==> config.mk <==
export PLATFORM = sky130hd
export DESIGN_NAME = uosf_status_flags
export DESIGN_NICKNAME = d
export VERILOG_FILES = /design/src/core/uosf_pkg.sv /design/src/core/uosf_status_flags.sv
export SDC_FILE = /design/constraint.sdc
export NUM_CORES = 1
export LEC_CHECK = 0
export ABC_CLOCK_PERIOD_IN_PS = 2300
export BUFFER_PORTS_ARGS = -buffer_cell sky130_fd_sc_hd__buf_2
export CORE_MARGIN = 1.5
export CORE_UTILIZATION = 30
export CTS_CLUSTER_DIAMETER = 200
export DETAILED_ROUTE_END_ITERATION = 6
export SLEW_MARGIN = 20
export SYNTH_ARGS = -nofsm -noshare
export SYNTH_HDL_FRONTEND = slang
export SYNTH_SLANG_ARGS = --single-unit
==> constraint.sdc <==
create_clock -name core_clk -period 2.3 [get_ports core_clk]
set_clock_uncertainty 0.1 [all_clocks]
set_input_delay 0.46 -clock core_clk [delete_from_list [all_inputs] [get_ports core_clk]]
set_output_delay 0.46 -clock core_clk [all_outputs]
set_load 0.1 [all_outputs]
==> src/core/uosf_pkg.sv <==
// package for the controller status flag register bank
package uosf_pkg;
    // register map (byte addresses, chosen offsets)
    localparam logic [3:0] STS_OFFSET = 4'h0; // controller_status_flags
    localparam logic [3:0] ENA_OFFSET = 4'h4; // interrupt_enable_mask
    localparam logic [3:0] CTL_OFFSET = 4'h8; // controller_command bits
    // status bit positions
    localparam int BIT_GPT1 = 25;
    localparam int BIT_GPT0 = 24;
    localparam int BIT_PER_DONE = 19;
    localparam int BIT_ASYNC_DONE = 18;
    localparam int BIT_NAK = 16;
    localparam int BIT_ASYNC_ON = 15;
    localparam int BIT_PER_ON = 14;
    localparam int BIT_EMPTY = 13;
    localparam int BIT_HALT = 12;
    localparam int BIT_PHY = 10;
    localparam int BIT_SUSP = 8;
    localparam int BIT_SOF = 7;
    localparam int BIT_RST = 6;
    localparam int BIT_ADVANCE = 5;
    localparam int BIT_BUS_ERR = 4;
    localparam int BIT_WRAP = 3;
    localparam int BIT_PCI = 2;
    localparam int BIT_TXN_ERR = 1;
    localparam int BIT_DONE = 0;
    // write-one-to-clear sticky bits
    localparam logic [31:0] W1C_MASK = 32'h030d_04ff;
    // bits that exist (everything else reserved, reads zero)
    localparam logic [31:0] IMPL_MASK = 32'h030d_f5ff;
    // bits that only have meaning in host mode
    localparam logic [31:0] HOST_ONLY_MASK = 32'h000c_f028;
    // bits that only have meaning in device mode
    localparam logic [31:0] DEV_ONLY_MASK = 32'h0000_0140;
    // command register fields
    localparam int CMD_RUN = 0;
    localparam int CMD_PER_EN = 4;
    localparam int CMD_ASYNC_EN = 5;
    localparam int CMD_DOORBELL = 6;
    localparam logic [31:0] CMD_MASK = 32'h0000_0071;
    localparam logic [31:0] STS_RESET = 32'h0000_1000;
    localparam logic [31:0] ZERO32 = 32'h0000_0000;
    // schedule enable follow delay
    localparam int SCHED_DELAY_NS = 16;
    localparam int CLK_PERIOD_NS = 8;
    localparam int SCHED_DELAY_CYC = (SCHED_DELAY_NS + CLK_PERIOD_NS - 1) / CLK_PERIOD_NS;

    // hardware event strobes, one-cycle pulses
    typedef struct packed {
        logic gpt1_zero;
        logic gpt0_zero;
        logic per_ioc_done;
        logic per_short;
        logic async_ioc_done;
        logic async_short;
        logic phy_access_done;
        logic microframe_tick;
        logic sof_seen;
        logic bus_reset;
        logic async_advanced;
        logic sys_bus_error;
        logic frame_wrap;
        logic port_change;
        logic dev_operational;
        logic txn_error;
        logic txn_ioc;
        logic short_packet;
    } uosf_evt_s;

    // hardware levels
    typedef struct packed {
        logic host_mode;
        logic phy_clk_run;
        logic port_suspended;
        logic dev_suspended;
        logic async_empty;
        logic sched_stopped;
        logic [7:0] ep_nak;
        logic [7:0] ep_nak_en;
    } uosf_lvl_s;
endpackage : uosf_pkg

==> src/core/uosf_status_flags.sv <==
// controller status flag register with wishbone slave
//
// What this block does
// - writing one clears a clearable flag
// - timer zero sets bits 25 and 24
// - host periodic completion sets bit 19
// - host async completion sets bit 18
// - endpoint nak flag, cleared by hardware
// - bit 15 shows async schedule state
// - bit 14 shows periodic schedule state
// - bit 13 shows async schedule empty
// - bit 12 shows host halted
// - phy link access done sets bit 10
// - bit 8 follows device suspend
// - host microframe tick sets bit 7 while the phy runs and the port is awake
// - device frame start sets bit 7
// - device bus reset sets bit 6
// - async advance after doorbell sets bit 5
// - system bus error sets 4, stops host
// - frame index wrap sets bit 3
// - host port change sets bit 2
// - device operational entry sets bit 2
// - transaction error sets bit 1
// - completion or short packet sets bit 0
// - reserved bits read as zero
// - interrupt when flag and enable set
`timescale 1ns/1ns
module uosf_status_flags
    import uosf_pkg::*;
(
    input wire logic core_clk,
    input wire logic rst_b,
    input wire logic wb_cyc_i,
    input wire logic wb_stb_i,
    input wire logic wb_we_i,
    input wire logic [3:0] wb_adr_i,
    input wire logic [3:0] wb_sel_i,
    input wire logic [31:0] wb_dat_i,
    output logic [31:0] wb_dat_o,
    output logic wb_ack_o,
    output logic wb_err_o,
    input wire uosf_evt_s evt_i,
    input wire uosf_lvl_s lvl_i,
    output logic irq_o,
    output logic run_stop_o
);
    logic [31:0] sts_r; // stored flags
    logic [31:0] sts_nxt;
    logic [31:0] ena_r; // interrupt enable mask
    logic [31:0] ena_nxt;
    logic [31:0] cmd_r; // run, schedule enables, doorbell
    logic [31:0] cmd_nxt;
    logic [1:0] async_cnt_r; // async enable follow counter
    logic [1:0] async_cnt_nxt;
    logic [1:0] per_cnt_r; // periodic enable follow counter
    logic [1:0] per_cnt_nxt;
    logic [31:0] rdat_nxt;
    logic ack_nxt;
    logic err_nxt;
    logic irq_nxt;
    logic wr_go; // write taken this cycle
    logic [31:0] wmask; // byte-lane expanded write data
    logic [31:0] set_vec; // hardware set requests
    logic [31:0] view; // software-visible status
    logic nak_any;

    // one access per request; ack drops in the cycle after it was given
    assign wr_go = wb_cyc_i && wb_stb_i && wb_we_i && !wb_ack_o && !wb_err_o;
    always_comb
    begin
        wmask = {{8{wb_sel_i[3]}}, {8{wb_sel_i[2]}}, {8{wb_sel_i[1]}}, {8{wb_sel_i[0]}}} & wb_dat_i;
    end

    // endpoint nak requests, any enabled pair
    assign nak_any = |(lvl_i.ep_nak & lvl_i.ep_nak_en);

    // collect hardware set events
    always_comb
    begin
        set_vec = ZERO32;
        set_vec[BIT_GPT1] = evt_i.gpt1_zero;
        set_vec[BIT_GPT0] = evt_i.gpt0_zero;
        set_vec[BIT_PER_DONE] = evt_i.per_ioc_done || evt_i.per_short;
        set_vec[BIT_ASYNC_DONE] = evt_i.async_ioc_done || evt_i.async_short;
        set_vec[BIT_PHY] = evt_i.phy_access_done;
        if (lvl_i.host_mode)
        begin
            // tick only while the phy runs and the port is awake
            set_vec[BIT_SOF] = evt_i.microframe_tick && lvl_i.phy_clk_run && !lvl_i.port_suspended;
            set_vec[BIT_PCI] = evt_i.port_change;
        end
        else
        begin
            set_vec[BIT_SOF] = evt_i.sof_seen;
            set_vec[BIT_PCI] = evt_i.dev_operational;
        end
        set_vec[BIT_RST] = evt_i.bus_reset;
        // doorbell must be rung before an advance counts
        set_vec[BIT_ADVANCE] = evt_i.async_advanced && cmd_r[CMD_DOORBELL];
        set_vec[BIT_BUS_ERR] = evt_i.sys_bus_error;
        set_vec[BIT_WRAP] = evt_i.frame_wrap;
        set_vec[BIT_TXN_ERR] = evt_i.txn_error;
        // an erroring descriptor with ioc raises both together
        set_vec[BIT_DONE] = evt_i.txn_ioc || evt_i.short_packet;
    end

    // next status: sticky bits set-wins, level bits follow hardware
    always_comb
    begin
        sts_nxt = sts_r;
        if (wr_go && wb_adr_i == STS_OFFSET)
        begin
            sts_nxt = sts_r & ~(wmask & W1C_MASK);
        end
        sts_nxt = (sts_nxt | set_vec) & W1C_MASK;
        sts_nxt[BIT_NAK] = nak_any;
        sts_nxt[BIT_ASYNC_ON] = (async_cnt_r == 2'(SCHED_DELAY_CYC)) ? cmd_r[CMD_ASYNC_EN]
                                : sts_r[BIT_ASYNC_ON];
        sts_nxt[BIT_PER_ON] = (per_cnt_r == 2'(SCHED_DELAY_CYC)) ? cmd_r[CMD_PER_EN] : sts_r[BIT_PER_ON];
        sts_nxt[BIT_EMPTY] = lvl_i.async_empty;
        // halted clears one cycle after run is set, sets once engines stop
        sts_nxt[BIT_HALT] = !cmd_r[CMD_RUN] && lvl_i.sched_stopped;
        sts_nxt[BIT_SUSP] = lvl_i.dev_suspended;
    end

    // schedule enable follow delay: counters restart on each change
    always_comb
    begin
        async_cnt_nxt = (cmd_r[CMD_ASYNC_EN] != sts_r[BIT_ASYNC_ON]) ? async_cnt_r + 2'h1 : 2'h0;
        per_cnt_nxt = (cmd_r[CMD_PER_EN] != sts_r[BIT_PER_ON]) ? per_cnt_r + 2'h1 : 2'h0;
        if (async_cnt_r == 2'(SCHED_DELAY_CYC))
        begin
            async_cnt_nxt = 2'h0;
        end
        if (per_cnt_r == 2'(SCHED_DELAY_CYC))
        begin
            per_cnt_nxt = 2'h0;
        end
    end

    // mode gating of what software sees
    always_comb
    begin
        if (lvl_i.host_mode)
        begin
            view = sts_r & ~DEV_ONLY_MASK;
        end
        else
        begin
            view = sts_r & ~HOST_ONLY_MASK;
        end
        view = view & IMPL_MASK;
    end

    // command and enable registers
    always_comb
    begin
        cmd_nxt = cmd_r;
        ena_nxt = ena_r;
        if (wr_go && wb_adr_i == CTL_OFFSET)
        begin
            cmd_nxt = ((cmd_r & ~{{8{wb_sel_i[3]}}, {8{wb_sel_i[2]}}, {8{wb_sel_i[1]}}, {8{wb_sel_i[0]}}})
                       | wmask) & CMD_MASK;
        end
        if (wr_go && wb_adr_i == ENA_OFFSET)
        begin
            ena_nxt = ((ena_r & ~{{8{wb_sel_i[3]}}, {8{wb_sel_i[2]}}, {8{wb_sel_i[1]}}, {8{wb_sel_i[0]}}})
                       | wmask) & IMPL_MASK;
        end
        // doorbell self-clears once the advance flag is raised
        if (set_vec[BIT_ADVANCE])
        begin
            cmd_nxt[CMD_DOORBELL] = 1'b0;
        end
        // a system bus error in host mode stops the controller
        if (evt_i.sys_bus_error && lvl_i.host_mode)
        begin
            cmd_nxt[CMD_RUN] = 1'b0;
        end
    end

    // bus answer and interrupt line
    always_comb
    begin
        ack_nxt = 1'b0;
        err_nxt = 1'b0;
        rdat_nxt = ZERO32;
        if (wb_cyc_i && wb_stb_i && !wb_ack_o && !wb_err_o)
        begin
            unique case (wb_adr_i)
                STS_OFFSET: rdat_nxt = view;
                ENA_OFFSET: rdat_nxt = ena_r;
                CTL_OFFSET: rdat_nxt = cmd_r;
                default: rdat_nxt = ZERO32;
            endcase
            // unmapped addresses get an error instead of ack
            if (wb_adr_i == STS_OFFSET || wb_adr_i == ENA_OFFSET || wb_adr_i == CTL_OFFSET)
            begin
                ack_nxt = 1'b1;
            end
            else
            begin
                err_nxt = 1'b1;
            end
        end
        // flags record regardless; the mask only gates the line
        irq_nxt = |(view & ena_r);
    end

    // registers
    always_ff @(posedge core_clk or negedge rst_b)
    begin
        if (!rst_b)
        begin
            sts_r <= STS_RESET;
            ena_r <= ZERO32;
            cmd_r <= ZERO32;
            async_cnt_r <= 2'h0;
            per_cnt_r <= 2'h0;
            wb_dat_o <= ZERO32;
            wb_ack_o <= 1'b0;
            wb_err_o <= 1'b0;
            irq_o <= 1'b0;
            run_stop_o <= 1'b0;
        end
        else
        begin
            sts_r <= sts_nxt;
            ena_r <= ena_nxt;
            cmd_r <= cmd_nxt;
            async_cnt_r <= async_cnt_nxt;
            per_cnt_r <= per_cnt_nxt;
            wb_dat_o <= rdat_nxt;
            wb_ack_o <= ack_nxt;
            wb_err_o <= err_nxt;
            irq_o <= irq_nxt;
            run_stop_o <= cmd_nxt[CMD_RUN];
        end
    end
endmodule : uosf_status_flags

==> results.toml <==
[drt]
wl_microns = 7970
post_drt_wl_per_cell_microns = 16.2
antenna_left = 0
drt-initial-drc-count = 85
vias = 2428
drc_errors = 0
viasPerCell = 4.92
dr.pass1.iters = 5

[setup_path]
crit_chain = "or4bb_2, nor3_4, mux2_2"
cp.required_ns = 2.42
worstSetupPathDepth = 3
worstSetupPathType = "register to register"
cp_slowest_cell = "or4bb_2"
critPathTopFamily = "simple AND/OR/NAND/NOR gates"
reg2reg_setup_slack_ns = 0.33
crit_arrival_ns = 2.09
crit_path_max_incr_delay_ns = 0.73
crit_path_max_fanout = 4
critPathBufInv = 0
critPathCaptureType = "register"
start_kind = "register"
r2r_cells = 3

[synth]
postSynthAreaPerCell_sq_um = 12.1
synth_top_area_share_pct = 54.9
synthCells = 253
synthTopCellsByArea = "dfrtp_1, mux2_2, a22oi_1"
ys_warn_count = 0
synth_area_leader_cell = "dfrtp_1"
synth-xor-area-share_pct = 0.573
synth.distinct_cells = 45
synthAdderAreaFrac_pct = 0.819
synth_compound_area_share_pct = 13.3
ys_seq_area_share_pct = 55.7
dominantRegCellSynth = "dfrtp_1"
syn_area_sq_um = 3060
synth_top_family_by_area = "simple AND/OR/NAND/NOR gates"
synthMuxAreaShare_pct = 9.46
ys_ff_latch = 68
synth-simple-area-share_pct = 14.6
synth-edff-count = 0
ys_async_sr_fraction_pct = 100

[finish]
drive_above_1_share_pct = 41.4
num-fill-cells = 1026
nets = 443
insertedDiodeCount = 0
area_growth_pct = 27.1

[place]
io_buffers = 94
dp_hpwl_microns = 5850
gp_congestion = 0.765

[clock_tree]
postCtsSetupBuffers = 0
root_buffer = "clkbuf_8"
cts_tree = "yes"
cts.repair.resized = 0
cts-htree-levels = 3
clock_path_buffers = 2
cts_hold_buf = 0
cts_made_buffers = 9
clk_latency_ns = 0.34
cts.clk_slew.worst_paths_ns = 0.06
clock_sinks = 68

[sta]
slew_violations = 0
tns_ns = 0
fin_crit_sh_pct = 85.6
fin_crit_ns = 1.97
clock.fmax_ghz = 0.508
setup_violations = 0
rsz0062_at_grt = "false"
hold_viol_final = 0

[run_status]
status = "completed"

[global_routing]
grt_overflow = 0
antenna_found_initial = 0
grt_max_degree = 69
grt_pass1_wl_microns = 12900
grt_pass1_vias = 2537
grt.total_usage_pct = 15.3

[floorplan]
coreArea_sq_um = 9820
initial_utilization_pct = 31.1
rows = 36
die_area_sq_um = 10800
die-height_microns = 104
ios = 121
die_x_microns = 104

[hold_path]
hp-class = "input pin to asynchronous set/reset pin"

[pwr]
design_power_total_mw = 2.68
ir_worst_vdd_v = 0.000309
powerDensity_nw_per_um2 = 689
p_leak_nw = 1.85

[flow_run]
maxCapViolations = 0
-- final timing paths --
kind | start | endpoint
worst max-delay path | wb_ack_o$_DFF_PN0_ | register
worst min-delay path | rst_b | wb_dat_o[0]$_DFF_PN0_
worst max register to register | wb_ack_o$_DFF_PN0_ | register
worst min register to register | per_cnt_r[0]$_DFF_PN0_ | per_cnt_r[0]$_DFF_PN0_
max in group asynchronous | rst_b | wb_err_o$_DFF_PN0_
min in group core_clk | lvl_i[17] | sts_r[13]$_DFF_PN0_
-- where the power goes --
part | internal [mW] | total (mW) | leakage (nW) | switching (mW)
Clock | 0.525 | 0.948 | 0.0935 | 0.423
Sequential | 1.25 | 1.29 | 0.857 | 0.0418
Combinational | 0.135 | 0.435 | 0.903 | 0.301
Total | 1.91 | 2.68 | 1.85 | 0.766
-- cells in the mapped netlist (all sizes together) (4+ instances only) --
cell type,n
inv,4
buf,19
and3,5
nand4,10
nand2,8
dfrtp,67
clkbuf,6
a22oi,16
nor2,22
mux2,23
a32oi,8
a211o,4
a21o,8
nand3,9
-- stage by stage --
step	hold WS (ns)	cells	worst slack (ns)	area, sq um	utilization (%)
6_report	0.0182	493	0.331	3890	39.6
5_1_grt	0.0443	493	0.265	3890	39.6
4_1_cts	0.0492	493	0.325	3890	39.6
3_5_place_dp	0.322	478	0.214	3700	37.7
3_3_place_gp	0.315	478	0.224	3700	37.7
2_1_floorplan	0.0644	265	0.112	3100	-
-- cell usage in the layout (no fill, tap or decap), drive strengths merged, types with 3 or more instances in the layout --
cell type / synthesis / routed
a211o: 4 / 4
a21o: 8 / 8
a22oi: 16 / 16
a32oi: 8 / 8
and3: 5 / 5
and4: 3 / 3
buf: 19 / 105
clkbuf: 6 / 13
conb: 1 / 13
dfrtp: 67 / 67
inv: 4 / 4
mux2: 23 / 23
mux2i: 3 / 3
nand2: 8 / 8
nand3: 9 / 9
nand3b: 3 / 3
nand4: 10 / 10
nor2: 22 / 22
nor2b: 3 / 3
-- per-layer routing --
layer	track usage (%)	part of all wire [%]
met1	20.1	45
met2	25.2	49
met3	3.88	4.7
met4	4.27	1.4
met5	0	0
-- layout make-up --
class,instances,area (sq um),share of cell area [%]
Clock buffer,13,149,3.83
Clock inverter,2,35.0,0.901
Inverter,4,15.0,0.386
Multi-Input combinational cell,168,1240,31.8
Sequential cell,68,1710,43.9
Tap cell,133,166,4.28
Timing Repair Buffer,105,578,14.9
-- cell families (layout without fill, tap and decap cells) --
logic type / count (synthesis) / after routing
multiplexers: 26 / 26
buffers and inverters: 29 / 124
other: 1 / 13
AO/OA/AOI/OAI: 50 / 50
adder cells (fa/ha/maj): 2 / 2
flip-flops: 68 / 68
AND/OR/NAND/NOR: 75 / 75
XOR/XNOR: 2 / 2
Power figures use the tool's default switching activity.
